==> src/rtl/tcm_pkg.sv <==
package tcm_pkg;
  // ==========================================
  // register map (word index, byte addr = 4 * index)
  localparam logic [7:0] IDX_CH0_CTRL = 8'h26;  // channel 0 control
  localparam logic [7:0] IDX_CH1_LOW = 8'h2B;   // channel1_value_low_byte
  localparam logic [7:0] IDX_STRIDE = 8'h03;    // control, high, low per channel
  localparam logic [7:0] IDX_HIGH = 8'h01;      // high byte after control
  localparam logic [7:0] IDX_LOW = 8'h02;       // low byte after control
  localparam logic [21:0] ADDR_TOP_ZERO = 22'h000000;
  localparam logic [2:0] HSIZE_WORD = 3'h2;
  localparam logic [1:0] HTRANS_NONSEQ = 2'h2;
  // ==========================================
  // control byte fields
  localparam int F_FLAG = 7;   // channel_event_flag
  localparam int F_MSB = 5;    // buffered_mode_select
  localparam int F_MSA = 4;    // mode_select_a
  localparam int F_ELSB = 3;   // edge_level_select_hi
  localparam int F_ELSA = 2;   // edge_level_select_lo
  localparam int F_TOV = 1;    // toggle_on_wrap
  localparam int F_MAX = 0;    // full_duty_force
  localparam logic [5:0] CTRL_RESET = 6'h00;
  localparam logic [1:0] ELS_OFF = 2'h0;
  localparam logic [1:0] ELS_TOGGLE = 2'h1;
  localparam logic [1:0] ELS_CLEAR = 2'h2;
  localparam logic [1:0] ELS_SET = 2'h3;
  localparam logic [1:0] MS_CAPTURE = 2'h0;
  localparam int NCH = 4;
  localparam int NPAIR = 2;
  // ==========================================
  // channel function and bus phase
  typedef enum logic [1:0] {
    TCM_PORT = 2'b00,
    TCM_CAPT = 2'b01,
    TCM_CMP = 2'b10,
    TCM_BUF = 2'b11
  } tcm_mode_type;
  typedef enum logic [1:0] {
    TCM_IDLE = 2'b00,
    TCM_WR = 2'b01,
    TCM_RD_WAIT = 2'b10,
    TCM_RD_DONE = 2'b11
  } tcm_bus_type;
endpackage

==> src/rtl/tcm_timer_channels.sv <==
// Overview of operation
// [RULE1] buffered select only on channels 0 and 2
// [RULE2] pair01 buffering disables channel 1, frees pin
// [RULE3] pair23 buffering disables channel 3, frees pin
// [RULE4] mode_select_a picks compare or capture
// [RULE5] edge_level zero: mode_select_a presets level
// [RULE6] reset clears all channel mode bits
// [RULE7] edge_level zero leaves pin to port
// [RULE8] capture edge: rise, fall or both
// [RULE9] compare action toggle, clear or set
// [RULE10] software halts counter before mode change
// [RULE11] pin stable two clocks before capture
// [RULE12] toggle_on_wrap toggles pin on overflow
// [RULE13] overflow beats compare in same cycle
// [RULE14] full_duty_force gives 100 percent duty; the code forces it only while toggle_on_wrap is clear
// [RULE15] full duty change waits next period
// [RULE16] value register holds capture or compare
// [RULE17] capture blocked from high read to low
// [RULE18] compare blocked from high write to low
// [RULE19] event flag on edge or match
// [RULE20] overflow is wrap from modulo to zero
// [RULE21] buffered pair alternates active compare value
//
// The AHB-Lite register port was left to the implementer.
module tcm_timer_channels (
  // clock and reset
  input wire logic hclk,
  input wire logic hresetn,
  // ahb-lite slave
  input wire logic hsel,
  input wire logic [31:0] haddr,
  input wire logic [1:0] htrans,
  input wire logic hwrite,
  input wire logic [2:0] hsize,
  input wire logic [31:0] hwdata,
  input wire logic hready,
  output logic hreadyout,
  output logic hresp,
  output logic [31:0] hrdata,
  // timer counter, same clock
  input wire logic [15:0] cnt_value,
  input wire logic cnt_step,
  input wire logic cnt_wrap,
  // channel pins
  input wire logic [3:0] channel_pin_sense,
  output logic [3:0] channel_pin_level,
  output logic [3:0] channel_pin_oe,
  // event flags
  output logic [3:0] channel_event_flag
);
  // ==========================================
  // bus front end
  tcm_pkg::tcm_bus_type bus_q;   // data phase state
  logic [7:0] idx_q;             // word index of data phase
  logic ok_q;                    // address was aligned and in range
  logic [7:0] rbyte;             // read mux
  logic [31:0] hrdata_q;
  logic take;                    // address phase accepted
  logic wr_go;                   // write data valid this cycle
  logic rd_go;                   // read side effects fire this cycle

  // reads take one wait state so that a write just before is seen
  assign hreadyout = (bus_q != tcm_pkg::TCM_RD_WAIT);
  assign hresp = 1'b0;
  assign hrdata = hrdata_q;
  assign take = hsel && hready && (htrans == tcm_pkg::HTRANS_NONSEQ);
  assign wr_go = (bus_q == tcm_pkg::TCM_WR) && ok_q;
  assign rd_go = (bus_q == tcm_pkg::TCM_RD_WAIT) && ok_q;

  // phase tracking
  always_ff @(posedge hclk or negedge hresetn) begin
    if (!hresetn) begin
      bus_q <= tcm_pkg::TCM_IDLE;
      idx_q <= 8'h00;
      ok_q <= 1'b0;
    end else begin
      case (bus_q)
        tcm_pkg::TCM_RD_WAIT: begin
          bus_q <= tcm_pkg::TCM_RD_DONE;
        end
        default: begin
          // idle, write or finished read: ready for a new address
          if (take) begin
            bus_q <= hwrite ? tcm_pkg::TCM_WR : tcm_pkg::TCM_RD_WAIT;
            idx_q <= haddr[9:2];
            ok_q <= (haddr[31:10] == tcm_pkg::ADDR_TOP_ZERO) && (haddr[1:0] == 2'h0)
                    && (hsize == tcm_pkg::HSIZE_WORD);
          end else begin
            bus_q <= tcm_pkg::TCM_IDLE;
          end
        end
      endcase
    end
  end

  // read data captured in the wait cycle; unmapped reads return zero
  always_ff @(posedge hclk or negedge hresetn) begin
    if (!hresetn) begin
      hrdata_q <= 32'h00000000;
    end else if (bus_q == tcm_pkg::TCM_RD_WAIT) begin
      hrdata_q <= {24'h000000, ok_q ? rbyte : 8'h00};
    end
  end

  // ==========================================
  // per-channel state
  logic [5:0] ctrl_q [tcm_pkg::NCH];   // msb, msa, elsb, elsa, tov, max
  logic [15:0] val_q [tcm_pkg::NCH];   // channel value, no reset
  logic [3:0] flag_q;                  // channel_event_flag
  logic [3:0] arm_q;                   // flag read while set
  logic [3:0] level_q;                 // output level
  logic [3:0] maxact_q;                // full duty in force this period
  logic [3:0] capinh_q;                // capture blocked
  logic [3:0] cmpinh_q;                // compare blocked
  logic [3:0] s1_q, s2_q, s3_q;        // pin synchroniser
  logic [3:0] pin_q;                   // agreed pin level
  logic [15:0] act_q [tcm_pkg::NPAIR]; // active buffered compare value
  logic [1:0] last_q;                  // odd register of pair written last
  logic [7:0] rb [tcm_pkg::NCH];       // per-channel read byte
  logic [3:0] hitv;                    // channel owns the index

  assign channel_event_flag = flag_q;

  // three-stage pin sync; a change counts once stages two and three agree
  always_ff @(posedge hclk or negedge hresetn) begin
    if (!hresetn) begin
      s1_q <= 4'h0;
      s2_q <= 4'h0;
      s3_q <= 4'h0;
      pin_q <= 4'h0;
    end else begin
      s1_q <= channel_pin_sense;
      s2_q <= s1_q;
      s3_q <= s2_q;
      for (int k = 0; k < tcm_pkg::NCH; k++) begin
        if (s2_q[k] == s3_q[k]) begin
          pin_q[k] <= s3_q[k];
        end
      end
    end
  end

  // read mux over channels
  always_comb begin
    rbyte = 8'h00;
    for (int k = 0; k < tcm_pkg::NCH; k++) begin
      if (hitv[k]) begin
        rbyte = rb[k];
      end
    end
  end

  for (genvar i = 0; i < tcm_pkg::NCH; i++) begin : g_ch
    localparam bit ODD = (i % 2) == 1;
    localparam logic [7:0] IC = tcm_pkg::IDX_CH0_CTRL + 8'(i * tcm_pkg::IDX_STRIDE);
    logic hc, hh, hl;                  // index hits: control, high, low
    logic dis;                         // odd channel taken by its pair
    logic bufm;
    logic [1:0] els;
    logic [15:0] cmpv;
    logic match, cap, agree;
    tcm_pkg::tcm_mode_type mode;

    assign hc = idx_q == IC;
    assign hh = idx_q == IC + tcm_pkg::IDX_HIGH;
    assign hl = idx_q == IC + tcm_pkg::IDX_LOW;
    assign hitv[i] = hc || hh || hl;
    assign dis = ODD && ctrl_q[i & 2][tcm_pkg::F_MSB];                    // [RULE2] [RULE3]
    assign bufm = !ODD && ctrl_q[i][tcm_pkg::F_MSB];
    assign els = {ctrl_q[i][tcm_pkg::F_ELSB], ctrl_q[i][tcm_pkg::F_ELSA]};
    assign rb[i] = hc ? {flag_q[i], 1'b0, ctrl_q[i]} : hh ? val_q[i][15:8] : val_q[i][7:0];

    // function decode; odd channel of a buffered pair goes back to port
    always_comb begin
      if (dis || els == tcm_pkg::ELS_OFF) begin
        mode = tcm_pkg::TCM_PORT;                                         // [RULE7]
      end else if (bufm) begin
        mode = tcm_pkg::TCM_BUF;                                          // [RULE1]
      end else if (ctrl_q[i][tcm_pkg::F_MSA]) begin
        mode = tcm_pkg::TCM_CMP;                                          // [RULE4]
      end else begin
        mode = tcm_pkg::TCM_CAPT;
      end
    end

    // buffered channels compare against the pair's active copy
    if (ODD) begin : g_odd
      assign cmpv = val_q[i];
    end else begin : g_even
      assign cmpv = bufm ? act_q[i / 2] : val_q[i];                      // [RULE21]
    end

    assign agree = s2_q[i] == s3_q[i];
    // [RULE8] 01 rise, 10 fall, 11 either
    assign cap = (mode == tcm_pkg::TCM_CAPT) && !capinh_q[i] && agree && (s3_q[i] != pin_q[i])
                 && (s3_q[i] ? els[0] : els[1]);
    assign match = ((mode == tcm_pkg::TCM_CMP) || (mode == tcm_pkg::TCM_BUF)) && cnt_step
                   && !cmpinh_q[i] && (cnt_value == cmpv);

    // control bits: writes ignored while disabled, buffer bit only on 0 and 2
    always_ff @(posedge hclk or negedge hresetn) begin
      if (!hresetn) begin
        ctrl_q[i] <= tcm_pkg::CTRL_RESET;                                 // [RULE6]
      end else if (wr_go && hc && !dis) begin
        ctrl_q[i] <= {hwdata[tcm_pkg::F_MSB] && !ODD, hwdata[4:0]};       // [RULE1]
      end
    end

    // event flag: clear needs a prior read with flag set; a new event wins
    always_ff @(posedge hclk or negedge hresetn) begin
      if (!hresetn) begin
        flag_q[i] <= 1'b0;
        arm_q[i] <= 1'b0;
      end else begin
        if (cap || match) begin
          flag_q[i] <= 1'b1;                                              // [RULE19]
        end else if (wr_go && hc && !dis && arm_q[i] && !hwdata[tcm_pkg::F_FLAG]) begin
          flag_q[i] <= 1'b0;
        end
        if (rd_go && hc) begin
          arm_q[i] <= flag_q[i];
        end else if ((wr_go && hc) || cap || match) begin
          arm_q[i] <= 1'b0;
        end
      end
    end

    // value register: captured count or software compare value
    always_ff @(posedge hclk) begin
      if (cap) begin
        val_q[i] <= cnt_value;                                            // [RULE16]
      end else if (wr_go && hh) begin
        val_q[i][15:8] <= hwdata[7:0];
      end else if (wr_go && hl) begin
        val_q[i][7:0] <= hwdata[7:0];
      end
    end

    // byte-access interlocks keep the 16-bit value coherent
    always_ff @(posedge hclk or negedge hresetn) begin
      if (!hresetn) begin
        capinh_q[i] <= 1'b0;
        cmpinh_q[i] <= 1'b0;
      end else begin
        if (rd_go && hh && ctrl_q[i][5:4] == tcm_pkg::MS_CAPTURE) begin
          capinh_q[i] <= 1'b1;                                            // [RULE17]
        end else if (rd_go && hl) begin
          capinh_q[i] <= 1'b0;
        end
        if (wr_go && hh && ctrl_q[i][5:4] != tcm_pkg::MS_CAPTURE) begin
          cmpinh_q[i] <= 1'b1;                                            // [RULE18]
        end else if (wr_go && hl) begin
          cmpinh_q[i] <= 1'b0;
        end
      end
    end

    // output level; overflow toggle takes precedence over a same-cycle match
    always_ff @(posedge hclk or negedge hresetn) begin
      if (!hresetn) begin
        level_q[i] <= 1'b1;
      end else if (mode == tcm_pkg::TCM_PORT) begin
        level_q[i] <= !ctrl_q[i][tcm_pkg::F_MSA];                         // [RULE5]
      end else if (mode != tcm_pkg::TCM_CAPT) begin
        if (cnt_wrap && ctrl_q[i][tcm_pkg::F_TOV]) begin
          level_q[i] <= !level_q[i];                                      // [RULE12] [RULE13] [RULE20]
        end else if (match) begin
          case (els)                                                      // [RULE9]
            tcm_pkg::ELS_TOGGLE: level_q[i] <= !level_q[i];
            tcm_pkg::ELS_CLEAR: level_q[i] <= 1'b0;
            tcm_pkg::ELS_SET: level_q[i] <= 1'b1;
            default: level_q[i] <= level_q[i];
          endcase
        end
      end
    end

    // full duty request is sampled only at the period boundary
    always_ff @(posedge hclk or negedge hresetn) begin
      if (!hresetn) begin
        maxact_q[i] <= 1'b0;
      end else if (cnt_wrap) begin
        maxact_q[i] <= ctrl_q[i][tcm_pkg::F_MAX];                         // [RULE15]
      end
    end

    // pin drive only while the channel owns an output function
    assign channel_pin_oe[i] = (mode == tcm_pkg::TCM_CMP) || (mode == tcm_pkg::TCM_BUF);
    assign channel_pin_level[i] = (channel_pin_oe[i] && maxact_q[i] && !ctrl_q[i][tcm_pkg::F_TOV])
                              ? 1'b1 : level_q[i];                         // [RULE14]

    // pair logic: whichever register was completed last becomes active
    // at the next compare or overflow, even one that lands between its high and low byte writes
    if (!ODD) begin : g_pair
      always_ff @(posedge hclk or negedge hresetn) begin
        if (!hresetn) begin
          last_q[i / 2] <= 1'b0;
          act_q[i / 2] <= 16'h0000;
        end else begin
          if (wr_go && hl) begin
            last_q[i / 2] <= 1'b0;
          end else if (wr_go && g_ch[i + 1].hl) begin
            last_q[i / 2] <= 1'b1;
          end
          if (match || cnt_wrap) begin
            act_q[i / 2] <= last_q[i / 2] ? val_q[i + 1] : val_q[i];        // [RULE21]
          end
        end
      end
    end
  end
endmodule

==> config.mk <==
export PLATFORM = sky130hd
export DESIGN_NAME = tcm_timer_channels
export DESIGN_NICKNAME = d
export VERILOG_FILES = /design/src/rtl/tcm_pkg.sv /design/src/rtl/tcm_timer_channels.sv
export SDC_FILE = /design/constraint.sdc
export NUM_CORES = 1
export LEC_CHECK = 0
export ABC_AREA = 1
export BUFFER_PORTS_ARGS = -buffer_cell sky130_fd_sc_hd__buf_2
export CAP_MARGIN = 0
export CORE_MARGIN = 8
export CORE_UTILIZATION = 30
export CTS_BUF_LIST = sky130_fd_sc_hd__clkbuf_8 sky130_fd_sc_hd__clkbuf_16
export CTS_CLUSTER_SIZE = 14
export DETAILED_ROUTE_END_ITERATION = 7
export GPL_TIMING_DRIVEN = 0
export SYNTH_ARGS = -nofsm -noshare
export SYNTH_HDL_FRONTEND = slang
export SYNTH_SLANG_ARGS = --single-unit
==> constraint.sdc <==
create_clock -name hclk -period 4.2 [get_ports hclk]
set_input_delay 0.42 -clock hclk [delete_from_list [all_inputs] [get_ports hclk]]
set_output_delay 0.42 -clock hclk [all_outputs]
set_load 0.01 [all_outputs]
==> metrics, run 1 <==
routed wire length 40.4 mm; total standard cell area after synthesis 10500 sq um; post-CTS setup buffer count 0; DP HPWL 31.1 mm; initial antenna violation count 0; fin nets 1625; relative slew slack 17.0%; proportion of layout cells with a drive suffix above 1 13.8%; core region area 34500 sq um; DRC violation count after routing 0; global-route wire length before repair 60.5 mm; count of final hold-check violations 0; area growth from synthesis to layout 16.1%; max-cap check violation count 0; TritonCTS Sinks 179; cells after synthesis 1404; leakage power of the design 5.95 nW; Slew Viols, Final 0; Starting Density 30.5%; area share of the largest cell type after synthesis 26.3%; total power divided by cell area 338 nW/um^2; area enclosed by the die boundary 41400 sq um; number of CTS-inserted buffers 17; actual transition at the worst max-transition pin 1.23 ns; final core occ 35.4%; final global-route overflow total 0; main flop type after synthesis sky130_fd_sc_hd__dfrtp_1; Cell Rows 68; total number of H-tree levels 4; achievable frequency 0.344 GHz; combinational group share of total power 13.5%; net load switching power 1.26 mW; total of endpoints with negative setup slack in the final report 0; share of power burned in registers 46.3%; overall die height 203 microns; total cell area at the placement stage 11600 sq um; maximum fanout along the worst path 10; horizontal die dimension 203 microns; Clock Latency Late Sink 0.45 ns; RePlAce Congestion 0.953; clock-pin slew reported for the worst setup and hold paths after clock tree synthesis 0.08 ns; most frequent cells after synthesis sky130_fd_sc_hd__nand2_1 (460), sky130_fd_sc_hd__o21ai_0 (181), sky130_fd_sc_hd__inv_1 (130); worst hold slack across all endpoints 0.0721 ns; Fillers 3733; synthesized area divided by synthesized cell count 7.51 sq um; number of different library cells in the post-synthesis netlist 53; Crit Path Class flip-flop to flip-flop; number of global-route vias before repair 9802; total global-route track usage 19.4%; setup clock skew after layout 0.0172 ns; Critical Path RT 4.26 ns; number of cells in the finished layout apart from fillers 1995; detailed-route via count 10200; remaining number of nets flagged by the antenna check after routing 0; element type at the critical path end flip-flop; largest area contributor in the netlist sky130_fd_sc_hd__dfrtp_1; depth of the worst hold-timing path 1; Final Instance Area 12200 sq um; number of detailed-route iterations in the first pass 5; run status finished, final reports clean; part of the total power dissipated in the clock network 40.2%; post-DR vias/cell 5.11; classification of the worst-slack hold path input port to flip-flop; number of enable flip-flop cells after synthesis 64; number of gates given a new drive strength after cts 0; net switching fraction of the power 30.4%; setup repair after global routing missed its margin no; FFs w/ async S/R, synth 64.2%; GR met1 Demand/Resource 26.2%; design internal power 2.88 mW; cell types with the largest area share after synthesis sky130_fd_sc_hd__dfrtp_1 (26%), sky130_fd_sc_hd__edfxtp_1 (18%), sky130_fd_sc_hd__nand2_1 (16%), sky130_fd_sc_hd__o21ai_0 (8.6%), sky130_fd_sc_hd__inv_1 (4.6%); Placed Cells incl. Taps 1962; pin count of the biggest net entering global routing 81; final cycle utilization of the critical path 69.3%; register-to-register setup slack 1.29 ns; post-layout min period 2.91 ns; count of input and output buffers 78; average wire per cell in the routed design 20.3 microns; type of origin of the critical path flip-flop; cell depth of the worst flop-to-flop path 6; CTS Hold Bufs 1; number of DRC markers in iteration 0 1020; summed negative setup slack over all endpoints 0 ns; Most Crowded Layer GR met2; CTS tree built; count of antenna diodes in the layout 0; sequential fraction of the synthesis area 45.6%; synth warn 0; number of flip-flops and latches in the synthesized netlist 179; Longest Clk Path Bufs 2; IO Pins 142; CTS root buffer sky130_fd_sc_hd__clkbuf_16; fraction of met2 tracks used by global routing 29.8%; dominant cell by count in the synthesized netlist sky130_fd_sc_hd__nand2_1; Arr. time, crit path 2.97 ns; met3 usage in global routing 3.74%; maximum VDD drop 0.250 mV
==> flip-flops by register name, summed over array words and instances, names as in the netlist, 4 cells and up <==
register / count
val_q: 64
act_q: 32
ctrl_q: 22
hrdata: 8
idx_q: 8
arm_q: 4
capinh_q: 4
channel_event_flag: 4
cmpinh_q: 4
level_q: 4
maxact_q: 4
pin_q: 4
s1_q: 4
s2_q: 4
s3_q: 4
==> final cells by class <==
cell class | count | area [sq um] | share of cell area [%]
Multi-Input combinational cell | 1026 | 4810 | 39.3
Timing Repair Buffer | 80 | 434 | 3.55
Clock buffer | 18 | 450 | 3.68
Buffer | 88 | 513 | 4.19
Inverter | 135 | 509 | 4.16
Clock inverter | 14 | 155 | 1.27
Tap cell | 455 | 569 | 4.65
Sequential cell | 179 | 4800 | 39.2
==> worst max-delay path, stage by stage (launching register included) <==
cell	delay, ns
sky130_fd_sc_hd__dfrtp_1	0.45
sky130_fd_sc_hd__inv_1	0.15
sky130_fd_sc_hd__nand2_2	0.13
sky130_fd_sc_hd__nor3_2	0.29
sky130_fd_sc_hd__nand2_1	0.27
sky130_fd_sc_hd__buf_2	0.27
sky130_fd_sc_hd__o21ai_0	0.97
==> layer usage <==
| layer | vias to the layer above | routed length, microns |
|---|---|---|
| met2 | 539 | 17600 |
| met5 | - | 0 |
| met3 | 93 | 3590 |
| met1 | 4752 | 17400 |
| met4 | 0 | 1790 |
| li1 | 4811 | - |
==> cell usage in the layout, fill, tap and decap left out, types with 4 or more instances in the layout <==
cell type and count:
sky130_fd_sc_hd__dfrtp_1 111, sky130_fd_sc_hd__conb_1 25, sky130_fd_sc_hd__clkbuf_16 18, sky130_fd_sc_hd__nand3_1 91, sky130_fd_sc_hd__nor2_1 75, sky130_fd_sc_hd__nand2_2 6
sky130_fd_sc_hd__clkbuf_1 33, sky130_fd_sc_hd__o31ai_1 4, sky130_fd_sc_hd__nand4_1 11, sky130_fd_sc_hd__inv_6 6, sky130_fd_sc_hd__buf_6 7, sky130_fd_sc_hd__nand2_1 460
sky130_fd_sc_hd__o211ai_1 16, sky130_fd_sc_hd__buf_2 94, sky130_fd_sc_hd__o21ai_1 16, sky130_fd_sc_hd__o22ai_1 9, sky130_fd_sc_hd__nor4_1 7, sky130_fd_sc_hd__o21ai_0 181
sky130_fd_sc_hd__edfxtp_1 64, sky130_fd_sc_hd__a21oi_2 8, sky130_fd_sc_hd__o21a_1 8, sky130_fd_sc_hd__xor2_1 11, sky130_fd_sc_hd__buf_4 31, sky130_fd_sc_hd__inv_8 4
sky130_fd_sc_hd__nor2_2 9, sky130_fd_sc_hd__dfstp_2 4, sky130_fd_sc_hd__inv_1 130, sky130_fd_sc_hd__a21oi_1 40, sky130_fd_sc_hd__or2_2 6, sky130_fd_sc_hd__a211oi_1 4
sky130_fd_sc_hd__xnor2_1 9, sky130_fd_sc_hd__o2111ai_1 4
==> logic make-up (layout without fill, tap and decap cells) <==
family / after synthesis / in the layout / synth area share [%]
buffers and inverters: 223 / 335 / 9.70
AO/OA/AOI/OAI: 301 / 301 / 16.0
other: 1 / 25 / 0.0356
AND/OR/NAND/NOR: 676 / 676 / 26.6
multiplexers: 2 / 2 / 0.214
flip-flops: 179 / 179 / 45.6
XOR/XNOR: 20 / 20 / 1.66
adder cells (fa/ha/maj): 2 / 2 / 0.237
==> power groups by stage <==
stage	registers [mW]	clock network, mW	logic (mW)
CTS	1.91	1.68	0.553
global route	1.92	1.75	0.618
global placement	1.95	0	0.538
floorplan	1.94	0	0.346
finish	1.92	1.66	0.558
detailed placement	1.95	0	0.552
==> stage by stage <==
stage / worst slack (ns) / power (mW)
after floorplan: 2.06 / 2.29
after global placement: 1.11 / 2.49
after detailed placement: 1.44 / 2.50
after CTS: 1.36 / 4.15
after global routing: 1.14 / 4.30
final: 1.29 / 4.14
==> path summary, 6_finish.rpt <==
kind / startpoint / to
hold / removal: channel_pin_sense[1] / s1_q[1]$_DFF_PN0_
setup / recovery: idx_q[0]$_DFFE_PN0P_ / val_q[3][15]$_DFFE_PP_
hold reg to reg: s1_q[0]$_DFF_PN0_ / s2_q[0]$_DFF_PN0_
min in group asynchronous: hresetn / s3_q[0]$_DFF_PN0_
setup reg to reg: idx_q[0]$_DFFE_PN0P_ / val_q[3][15]$_DFFE_PP_
max in group asynchronous: hresetn / level_q[2]$_DFFE_PN1P_
No activity file was read; power rests on OpenSTA's default activity.
==> run 2, diff against run 1 <==
==> constraint.sdc (replaced) <==
create_clock -name hclk -period 2.8 [get_ports hclk]
set_input_delay 0.28 -clock hclk [delete_from_list [all_inputs] [get_ports hclk]]
set_output_delay 0.28 -clock hclk [all_outputs]
set_load 0.01 [all_outputs]
==> metrics, run 2 (synthesis gave the netlist of run 1 again) <==
setup repair after global routing missed its margin no; pin count of the biggest net entering global routing 81; detailed-route via count 10200; Clock Latency Late Sink 0.45 ns; Fillers 3731; routed wire length 40.4 mm; total power divided by cell area 505 nW/um^2; remaining number of nets flagged by the antenna check after routing 0; total of endpoints with negative setup slack in the final report 0; maximum fanout along the worst path 8; area growth from synthesis to layout 16.5%; sequential standard cell area 4800 sq um; area of the multi-input gates 4810 sq um; CTS root buffer sky130_fd_sc_hd__clkbuf_16; Crit Path Class flip-flop to flip-flop; count of input and output buffers 78; core region area 34500 sq um; max reg flops 64; average wire per cell in the routed design 20.2 microns; final global-route overflow total 0; final cycle utilization of the critical path 92.2%; Cell Rows 68; RePlAce Congestion 0.953; overall die height 203 microns; count of final hold-check violations 0; horizontal die dimension 203 microns; TritonCTS Sinks 179; crit-path max cell delay 0.94 ns; number of DRC markers in iteration 0 897; critical path, cell by cell inv_1 > nand2_2 > inv_1 > nand2_1 > o21ai_0; Starting Density 30.5%; max-cap check violation count 0; area enclosed by the die boundary 41400 sq um; clock-pin slew reported for the worst setup and hold paths after clock tree synthesis 0.08 ns; type of origin of the critical path flip-flop; Critical Path RT 2.86 ns; worst hold slack across all endpoints 0.0306 ns; total number of H-tree levels 4; element type at the critical path end flip-flop; Largest Register val_q; DP HPWL 31.1 mm; initial antenna violation count 0; run status finished, final reports clean; number of detailed-route iterations in the first pass 5; Slew Viols, Final 0; crit-path most repeated cell sky130_fd_sc_hd__inv_1; setup clock skew after layout 0.0179 ns; fin nets 1629; relative slew slack 23.3%; post-layout min period 2.58 ns; CTS tree built; Arr. time, crit path 2.65 ns; IO Pins 142; Critical Path Slowest Stage Cell sky130_fd_sc_hd__o21ai_0; proportion of layout cells with a drive suffix above 1 13.8%; achievable frequency 0.387 GHz; post-DR vias/cell 5.11; number of global-route vias before repair 9807; Longest Clk Path Bufs 2; number of CTS-inserted buffers 17; count of antenna diodes in the layout 0; actual transition at the worst max-transition pin 1.14 ns; commonest cells after routing, fill and taps aside sky130_fd_sc_hd__nand2_1 (460), sky130_fd_sc_hd__o21ai_0 (178), sky130_fd_sc_hd__inv_1 (130); DRC violation count after routing 0; classification of the worst-slack hold path input port to flip-flop; global-route wire length before repair 60.5 mm; final core occ 35.6%; biggest registers after layout val_q (64), act_q (32), ctrl_q (22); maximum VDD drop 0.378 mV; leakage power of the design 5.97 nW; most common cell after layout, fill and taps aside sky130_fd_sc_hd__nand2_1; total global-route track usage 19.4%
==> run 2: cell count changes in the layout (fill, tap and decap cells not counted) <==
cell / previous run / this run
sky130_fd_sc_hd__o21ai_1: 16 / 19
sky130_fd_sc_hd__o21ai_0: 181 / 178
sky130_fd_sc_hd__dlygate4sd3_1: 1 / 5
==> run 2: worst max-delay path, delay by kind of cell (launching register included) <==
family          cells  cell delay [ns]
compound gates      1             0.94
buf+inv             2             0.44
flops               1             0.44
simple gates        2             0.38
==> run 2: through the flow <==
step                power (mW)  std cells  cell area [sq um]  setup slack (ns)  setup TNS [ns]
global placement          3.73       1961              11600            -0.153          -14.96
detailed placement        3.75       1962              11600            0.0377               0
CTS                       6.23       1999              12300            0.0595               0
floorplan                 3.43       1428              10600             0.662               0
global route              6.45       1999              12300            0.0154               0
finish                    6.20       1999              12300             0.217               0
==> run 2: routing by layer <==
metal | vias up | global-route usage (%) | share of wire [%] | wire, microns
li1 | 4822 | - | - | -
met1 | 4772 | 26.2 | 43 | 17400
met2 | 530 | 29.8 | 44 | 17600
met3 | 96 | 3.74 | 8.7 | 3520
met4 | 0 | 8.68 | 4.5 | 1820
met5 | - | 0 | 0 | 0
==> run 2: layout make-up <==
type | instances | share of cell area (%)
sequential | 179 | 39.1
inverter | 135 | 4.15
multi-input combinational | 1026 | 39.1
clock buffer | 18 | 3.67
tap | 455 | 4.64
clock inverter | 14 | 1.26
buffer | 88 | 4.18
timing repair buffer | 84 | 3.86
==> run 2: power by group <==
| part | internal, mW | total [mW] | switching (mW) | leakage, nW |
|---|---|---|---|---|
| logic | 0.257 | 0.840 | 0.583 | 3.80 |
| clock network | 1.26 | 2.49 | 1.24 | 0.298 |
| registers | 2.81 | 2.87 | 0.0652 | 1.87 |
| total | 4.32 | 6.20 | 1.88 | 5.97 |
==> run 2: repair_timing <==
item	CTS	global route
gates resized for setup	1	2
setup endpoints to repair	8	16
hold endpoints to repair	39	0
hold buffers	5	0
buffers inserted	0	0
==> run 2: worst paths after layout <==
check                                           from                     end  slack, ns  cells past startpoint
worst max-delay path            idx_q[0]$_DFFE_PN0P_   val_q[0][3]$_DFFE_PP_       0.22                      5
worst min-delay path                          hwrite      bus_q[1]$_DFF_PN0_       0.03                      2
worst max register to register  idx_q[0]$_DFFE_PN0P_   val_q[0][3]$_DFFE_PP_       0.22                      5
worst min register to register     s1_q[0]$_DFF_PN0_       s2_q[0]$_DFF_PN0_       0.35                      0
max in group asynchronous                    hresetn  level_q[2]$_DFFE_PN1P_       1.69                      3
min in group asynchronous                    hresetn       s3_q[0]$_DFF_PN0_       0.32                      2
